$ cat src/core/rps_map.svh
// constants of the receive pool select and transfer scheduler block
// assumes a 32-bit classic wishbone slave with byte addresses on wb_adr_i
`ifndef RPS_MAP_SVH
`define RPS_MAP_SVH

// sizes
`define RPS_NUM_RX_CH      4
`define RPS_NUM_SLOTS      4
`define RPS_TBL_WORDS      64
`define RPS_ADR_W          9

// register byte offsets
`define RPS_OFF_LAST       9'h000
`define RPS_OFF_ENA        9'h004
`define RPS_OFF_POOL_BASE  9'h010
`define RPS_POOL_SPAN      9'h040
`define RPS_OFF_TBL_BASE   9'h100

// pool select fields
`define RPS_QNUM_LSB       0
`define RPS_QNUM_W         12
`define RPS_QMGR_LSB       12
`define RPS_QMGR_W         2
`define RPS_POOL_MASK      32'h0000_3fff

// scheduler control fields
`define RPS_LAST_W         8
`define RPS_LAST_MASK      32'h0000_00ff
`define RPS_ENA_BIT        15
`define RPS_ENA_MASK       32'h0000_8000

// table entry layout, four entries per 32-bit word
`define RPS_ENT_W          8
`define RPS_ENT_DIR_BIT    7
`define RPS_ENT_CHAN_LSB   0
`define RPS_ENT_CHAN_W     4
`define RPS_TBL_MASK       32'h8f8f_8f8f

// reset values
`define RPS_RST_POOL       14'h0000
`define RPS_RST_LAST       8'h00
`define RPS_RST_ENA        1'b0

`endif

$ cat src/core/rps_pkg.sv
// types of the receive pool select and transfer scheduler block
// assumes rps_map.svh on the include path
`default_nettype none
`include "rps_map.svh"

package rps_pkg;

	// one pool choice: manager and queue number
	typedef struct packed {
		logic [`RPS_QMGR_W-1:0] mgr;
		logic [`RPS_QNUM_W-1:0] queue;
	} rps_pool_t;

	// scheduler states, one-hot
	typedef enum logic [1:0] {
		RPS_IDLE = 2'b01,
		RPS_RUN  = 2'b10
	} rps_sched_st_t;

	// whole state of the block
	typedef struct packed {
		rps_pool_t [`RPS_NUM_RX_CH-1:0][`RPS_NUM_SLOTS-1:0] pool;
		logic [`RPS_LAST_W-1:0]                       last;
		logic                                         ena;
		logic [`RPS_TBL_WORDS-1:0][31:0]              tbl;
		rps_sched_st_t                                st;
		logic [`RPS_LAST_W-1:0]                       idx;
		logic                                         cr_vld;
		logic                                         cr_rx;
		logic [`RPS_ENT_CHAN_W-1:0]                   cr_chan;
		logic                                         al_vld;
		rps_pool_t                                    al;
		logic                                         ack;
		logic [31:0]                                  dat;
	} rps_state_t;

endpackage

`default_nettype wire

$ cat src/core/rps_ctrl.sv
// receive pool select registers and round-robin transfer scheduler
// assumes a classic wishbone master, a queue manager asking for pools,
// and a dma credit sink with a ready handshake, all on clk_i
//
// Operation
// first buffer uses first pool and manager
// second buffer uses second pool and manager
// third buffer uses third pool and manager
// fourth and later buffers use later pool
// four channels, each with independent pool settings
// last entry N gives N+1 active entries
// table of 64 words holds the entries
// disabled scheduler fetches nothing, passes no credit; a credit loaded before ena clears stays valid one more cycle
// software enables only after filling the table
// entry holds direction bit and channel number
// each fetched entry yields one credit
// entries step from zero to last, then wrap
// reserved bits read zero, writes ignored
`timescale 1ns/100ps
`default_nettype none
`include "rps_map.svh"

module rps_ctrl
	import rps_pkg::*;
(
	// clock and reset
	input  wire logic                       clk_i,
	input  wire logic                       rst_i,
	// wishbone slave
	input  wire logic                       wb_cyc_i,
	input  wire logic                       wb_stb_i,
	input  wire logic                       wb_we_i,
	input  wire logic [`RPS_ADR_W-1:0]      wb_adr_i,
	input  wire logic [3:0]                 wb_sel_i,
	input  wire logic [31:0]                wb_dat_i,
	output logic      [31:0]                wb_dat_o,
	output logic                            wb_ack_o,
	// pool lookup from the queue manager side
	input  wire logic                       alloc_req_i,
	input  wire logic [1:0]                 alloc_chan_i,
	input  wire logic [7:0]                 alloc_buf_idx_i,
	output logic                            alloc_vld_o,
	output logic      [`RPS_QNUM_W-1:0]     alloc_queue_o,
	output logic      [`RPS_QMGR_W-1:0]     alloc_mgr_o,
	// credits to the dma channel logic
	input  wire logic                       credit_rdy_i,
	output logic                            credit_vld_o,
	output logic                            credit_rx_o,
	output logic      [`RPS_ENT_CHAN_W-1:0] credit_chan_o
);

	rps_state_t s_q;                             // registered state
	rps_state_t s_d;                             // next state

	// bus decode
	logic                    bus_req;           // request present, not yet acked
	logic                    wr_en;             // write takes effect this edge
	logic [`RPS_ADR_W-1:0]   pofs;              // offset inside pool block
	logic                    pool_hit;          // address in pool block
	logic [1:0]              pool_ch;           // channel of pool access
	logic [1:0]              pool_slot;         // buffer slot of pool access
	logic                    tbl_hit;           // address in table
	logic [5:0]              tbl_word;          // table word index
	logic [31:0]             lane_m;            // byte lane mask
	logic [31:0]             rdata;             // read mux output
	// scheduler fetch
	logic [31:0]             cur_word;          // table word at idx
	logic [15:0]             cur_half;          // half word at idx
	logic [`RPS_ENT_W-1:0]   cur_ent;           // entry at idx
	logic                    fetch;             // load an entry this cycle
	// pool lookup
	logic [1:0]              slot_sel;          // slot from buffer number

	// byte lane mask from wishbone selects
	function automatic logic [31:0] rps_lane_mask(input logic [3:0] sel);
		logic [31:0] m;
		m = 32'h0000_0000;
		for (int b = 0; b < 4; b++) begin
			m[b*8 +: 8] = {8{sel[b]}};
		end
		return m;
	endfunction

	// merge write data into old value on enabled lanes, drop reserved bits
	function automatic logic [31:0] rps_merge(input logic [31:0] old,
		input logic [31:0] wd, input logic [31:0] m, input logic [31:0] fmask);
		rps_merge = ((old & ~m) | (wd & m)) & fmask;
	endfunction

	// address decode
	always_comb begin
		bus_req   = wb_cyc_i && wb_stb_i && !s_q.ack;
		wr_en     = wb_cyc_i && wb_stb_i && wb_we_i && s_q.ack;
		pofs      = wb_adr_i - `RPS_OFF_POOL_BASE;
		pool_hit  = (wb_adr_i >= `RPS_OFF_POOL_BASE) && (pofs < `RPS_POOL_SPAN);
		pool_ch   = pofs[5:4];
		pool_slot = pofs[3:2];
		tbl_hit   = wb_adr_i >= `RPS_OFF_TBL_BASE;
		tbl_word  = wb_adr_i[7:2];
		lane_m    = rps_lane_mask(wb_sel_i);
	end

	// read mux, reserved bits and unmapped words read zero
	always_comb begin
		rdata = 32'h0000_0000;
		if (pool_hit) begin
			rdata = {18'h0_0000, s_q.pool[pool_ch][pool_slot]};
		end else if (tbl_hit) begin
			rdata = s_q.tbl[tbl_word] & `RPS_TBL_MASK;
		end else if (wb_adr_i == `RPS_OFF_LAST) begin
			rdata = {24'h00_0000, s_q.last};
		end else if (wb_adr_i == `RPS_OFF_ENA) begin
			rdata = {16'h0000, s_q.ena, 15'h0000};
		end
	end

	// entry at the scheduler index: word, half, then byte
	always_comb begin
		cur_word = s_q.tbl[s_q.idx[7:2]];
		cur_half = s_q.idx[1] ? cur_word[31:16] : cur_word[15:0];
		cur_ent  = s_q.idx[0] ? cur_half[15:8] : cur_half[7:0];
		// fetch only while running and enabled, so a disable stops it at once
		fetch    = (s_q.st == RPS_RUN) && s_q.ena && (!s_q.cr_vld || credit_rdy_i);
	end

	// buffer number to pool slot, fourth and later share the last slot
	always_comb begin
		slot_sel = (alloc_buf_idx_i > 8'h03) ? 2'h3 : alloc_buf_idx_i[1:0];
	end

	// next state
	always_comb begin
		s_d = s_q;
		// wishbone ack one cycle after the request, dropped after one cycle
		s_d.ack = bus_req;
		// read data taken at the request edge, so it stands together with ack
		if (bus_req && !wb_we_i) begin
			s_d.dat = rdata;
		end
		// register writes at the edge where ack is seen
		if (wr_en) begin
			if (pool_hit) begin
				s_d.pool[pool_ch][pool_slot] = 14'(rps_merge({18'h0_0000,
					s_q.pool[pool_ch][pool_slot]}, wb_dat_i, lane_m,
					`RPS_POOL_MASK));
			end else if (tbl_hit) begin
				s_d.tbl[tbl_word] = rps_merge(s_q.tbl[tbl_word], wb_dat_i, lane_m,
					`RPS_TBL_MASK);
			end else if (wb_adr_i == `RPS_OFF_LAST) begin
				s_d.last = 8'(rps_merge({24'h00_0000, s_q.last}, wb_dat_i, lane_m,
					`RPS_LAST_MASK));
			end else if (wb_adr_i == `RPS_OFF_ENA && wb_sel_i[1]) begin
				s_d.ena = wb_dat_i[`RPS_ENA_BIT];
			end
		end
		// pool lookup answered one cycle after the request
		s_d.al_vld = alloc_req_i;
		if (alloc_req_i) begin
			s_d.al = s_q.pool[alloc_chan_i][slot_sel];
		end
		// scheduler
		unique case (s_q.st)
			RPS_IDLE: begin
				s_d.cr_vld = 1'b0;
				s_d.idx    = 8'h00;
				if (s_q.ena) begin
					s_d.st = RPS_RUN;
				end
			end
			RPS_RUN: begin
				if (!s_q.ena) begin
					// disable drops any pending credit and restarts at zero
					s_d.st     = RPS_IDLE;
					s_d.cr_vld = 1'b0;
					s_d.idx    = 8'h00;
				end else if (fetch) begin
					// credit slot free or taken this edge, load the next entry
					s_d.cr_vld  = 1'b1;
					s_d.cr_rx   = cur_ent[`RPS_ENT_DIR_BIT];
					s_d.cr_chan = cur_ent[`RPS_ENT_CHAN_LSB +: `RPS_ENT_CHAN_W];
					// wrap after the last entry, also if last was lowered
					s_d.idx = (s_q.idx >= s_q.last) ? 8'h00 : s_q.idx + 8'h01;
				end
			end
		endcase
	end

	// state register
	always_ff @(posedge clk_i) begin
		if (rst_i) begin
			// whole state cleared, scheduler parked in idle at entry zero
			s_q    <= '0;
			s_q.st <= RPS_IDLE;
		end else begin
			s_q <= s_d;
		end
	end

	// outputs straight from the state register
	assign wb_dat_o      = s_q.dat;
	assign wb_ack_o      = s_q.ack;
	assign alloc_vld_o   = s_q.al_vld;
	assign alloc_queue_o = s_q.al.queue;
	assign alloc_mgr_o   = s_q.al.mgr;
	assign credit_vld_o  = s_q.cr_vld;
	assign credit_rx_o   = s_q.cr_rx;
	assign credit_chan_o = s_q.cr_chan;

	// helper views for the checks below
	rps_pool_t ref_first;                        // first slot of asked channel
	rps_pool_t ref_second;                       // second slot of asked channel
	rps_pool_t ref_third;                        // third slot of asked channel
	rps_pool_t ref_later;                        // later slot of asked channel
	rps_pool_t al_out;                           // lookup answer as a pool
	assign ref_first  = s_q.pool[alloc_chan_i][0];
	assign ref_second = s_q.pool[alloc_chan_i][1];
	assign ref_third  = s_q.pool[alloc_chan_i][2];
	assign ref_later  = s_q.pool[alloc_chan_i][3];
	assign al_out     = {alloc_mgr_o, alloc_queue_o};
endmodule // rps_ctrl

`default_nettype wire

$ cat config.mk
export PLATFORM = sky130hd
export DESIGN_NAME = rps_ctrl
export DESIGN_NICKNAME = d
export VERILOG_FILES = /design/src/core/rps_pkg.sv /design/src/core/rps_ctrl.sv
export VERILOG_INCLUDE_DIRS = /design/src /design/src/core
export SDC_FILE = /design/constraint.sdc
export NUM_CORES = 2
export LEC_CHECK = 0
export ABC_AREA = 1
export BUFFER_PORTS_ARGS = -buffer_cell sky130_fd_sc_hd__buf_4
export CAP_MARGIN = 25
export CORE_MARGIN = 1
export CORE_UTILIZATION = 45
export DETAILED_ROUTE_END_ITERATION = 16
export SLEW_MARGIN = 30
export SYNTH_ARGS = -nofsm -noshare
export SYNTH_HDL_FRONTEND = slang
export SYNTH_SLANG_ARGS = --single-unit
$ cat constraint.sdc
create_clock -name clk_i -period 6.1 [get_ports clk_i]
set_input_delay 0.305 -clock clk_i [delete_from_list [all_inputs] [get_ports clk_i]]
set_output_delay 0.305 -clock clk_i [all_outputs]
set_load 0.01 [all_outputs]
==> reports/qor.yml <==
reg2reg_depth: 10
drv_cap: 0
status: "complete, no violations"
crit_path_end_kind: "flop"
synth_area_leaders: "dfxtp_1 37%, nand2_1 14%, nand3_1 11%"
grt_pass1_vias: 85200
synth_seq_cells: 1570
postCtsSetupBuffers: 0
synth-edff-count: 0
cp_max_fo: 29
area_delta_synth_final_pct: 9.37
synth_area_mm2: 0.0859
cts_tree: "built"
grt_overflow: 0
die_h_um: 439
cts_resized: 0
yosysTopAreaCellShare_pct: 36.6
dieArea_mm2: 0.193
wirelength_um: 355000
die_w_um: 439
fp.coreArea_mm2: 0.190
async_flop_share_pct: 0
fin_ws_ns: 2.45
ctsLongestPathBuffers: 3
nFillCells: 19100
start_util_pct: 45.2
hold_depth: 5
ys.flop_type: "dfxtp_1"
yosys_warnings: 0
required_ns: 6.83
antenna_found_initial: 4
hold_start: "wb_dat_i[31]"
worstReg2RegStart: "s_q[58]"
wl_per_cell_um: 22.4
avgSynthCellArea_um2: 6.20
tns_ns: 0
worst_r2r_endpoint: "credit_chan_o[2]"
clockRootBuffer: "clkbuf_16"
worst_pin_slew_ns: 1.09
cpMostUsedCell: "inv_1"
worst-setup-path-type: "in -> reg"
period_needed_ns: 3.65
fin_area_mm2: 0.0940
drcViolationCount: 0
place_congestion: 0.885
startpoint_type: "primary input"
cts_buffers: 180
max_freq_ghz: 0.274
drive_above_1_share_pct: 5.87
setup_viol: 0
insertion_delay_ns: 0.88
syn_inst: 13900
vias: 93700
hold_viol: 0
p_leak_uw: 0.0392
powerDensity_mw_per_mm2: 247
crit_path_top_delay_cell: "nor2_1"
multi_input_area_mm2: 0.0446
fin_crit_sh_pct: 59.9
yosysTopAreaCell: "dfxtp_1"
postPlaceCellArea_mm2: 0.0875
detail-route-antenna-nets: 0
seq_area_frac_synth_pct: 36.6
seq_area_mm2: 0.0314
ir_drop_mv: 0.318
cp_data_arrival_time_ns: 4.39
maxSlewViolCount: 0
gr-usage-all-layers_pct: 35.4
hold_end: "s_q[1983]"
skew_ns: 0.0360
num-nets-final: 13200
worstPathCellList: "buf_4 -> inv_1 -> ha_1 -> inv_1 -> o22ai_1 -> nor2_1 -> nand2_1 -> nor2_1 -> nand2_1 -> nor2_1 -> buf_4 -> inv_1 -> o21ai_0 -> inv_1"
slowest_delay_ns: 0.79
dr.pass1.iters: 7
hp-class: "in -> reg"
viasPerCell: 5.92
place_hpwl_um: 203000
dp_slack_ns: 1.80
initialDrtViolationCount: 11900
num_io_pins: 116
rsz0062_at_grt: "false"
io_buffers: 101
clk_pin_slew_ns: 0.06
synthTopCellsByCount: "3266 x nand2_1, 1968 x nand3_1, 1570 x dfxtp_1, 1475 x a21oi_1, 1328 x o21ai_0"
cts_sinks: 1570
synth.most_common_cell: "nand2_1"
slew_headroom_pct: 26.6
grt_max_degree: 259
grt_first_pass_wirelength_um: 530000
std_cell_rows: 160
cts_max_level: 4
r2r_setup_slack_ns: 2.54
synth.distinct_cells: 42
[sequential cells by signal (all words and copies together), names as in the netlist, named ones only]
| signal | flops |
|---|---|
| wb_dat_o | 25 |
| alloc_queue_o | 12 |
| s_q | 1515 |
| wb_ack_o | 1 |
| credit_rx_o | 1 |
| alloc_vld_o | 1 |
| credit_chan_o | 4 |
| alloc_mgr_o | 2 |
| credit_vld_o | 1 |
[critical path: cells and delay by family]
family	cells	cell delay (ns)
and+or+nand+nor	5	1.63
adders and majority gates	1	0.36
buffers and inverters	6	1.80
AOI/OAI and AO/OA	2	0.28
[per-stage QoR]
| step | std cells | power, uW | utilization, % | hold WS (ns) |
|---|---|---|---|---|
| detailed placement | 15500 | 11900 | 46.0 | 0.458 |
| CTS | 15800 | 23300 | 49.4 | 0.0247 |
| finish | 15800 | 23300 | 49.5 | 0.0335 |
| floorplan | 13900 | 11400 | - | 0.446 |
| global placement | 15500 | 11900 | 45.9 | 0.459 |
| global route | 15800 | 23800 | 49.5 | 0.0658 |
[repair_timing]
| action | in CTS | in global routing |
|---|---|---|
| hold buffers | 19 | 0 |
| hold endpoints to repair | 104 | 0 |
| setup endpoints to repair | 0 | 0 |
[power breakdown]
group | internal, uW | switching, uW
Clock | 6710 | 4750
Sequential | 10300 | 13.1
Combinational | 277 | 1240
Total | 17200 | 6010
[layout make-up]
class	instances	area share [%]
clock inverter	51	0.820
inverter	1291	5.22
multi-input combinational	9758	47.5
tap	2511	3.34
clock buffer	281	5.76
timing repair buffer	361	3.86
sequential	1570	33.5
antenna	2	0.00533
[how the worst max path moves through the flow]
stage	startpoint	end	slack, ns	depth (start not counted)
detailed placement	wb_adr_i[5]	s_q[2214]	1.80	13
CTS	wb_stb_i	wb_dat_o[17]	2.52	10
global placement	wb_adr_i[5]	s_q[2200]	1.80	13
floorplan	wb_adr_i[4]	s_q[2155]	3.08	16
global route	wb_adr_i[5]	s_q[2160]	2.35	14
finish	wb_adr_i[5]	s_q[2157]	2.45	14
[per-layer routing]
layer,share of wire [%],routed length (um),global-route usage (%),up-vias
li1,-,-,-,43600
met1,40,141000,46.4,43600
met2,44,157000,55.4,5555
met3,10,36800,5.46,974
met4,5.7,20200,19.9,2
met5,0.0034,12,0,-
[cell usage in the layout, fill, tap and decap left out, types with 24 or more instances in the layout]
cell type  count
a21oi_1     1474
a22oi_1       30
buf_12        46
buf_4        277
clkbuf_1      50
clkbuf_16    182
clkbuf_8      49
clkinv_2      24
dfxtp_1     1565
inv_1       1260
nand2_1     3256
nand3_1     1968
nand4_1      234
nor2_1      1164
nor2_4        42
o211ai_1      27
o21a_1        55
o21ai_0     1325
o21ai_1       34
[cell families after synthesis]
family,after synthesis,share of synthesized area (%)
and+or+nand+nor,6744,33.2
AOI/OAI and AO/OA,2988,18.0
buffers and inverters,2545,12.0
DFF,1570,36.6
adders and majority gates,14,0.204
muxes,3,0.0350
xor gates and xnor gates,2,0.0204
other,1,0.00437
No activity file was read; power rests on OpenSTA's default activity.
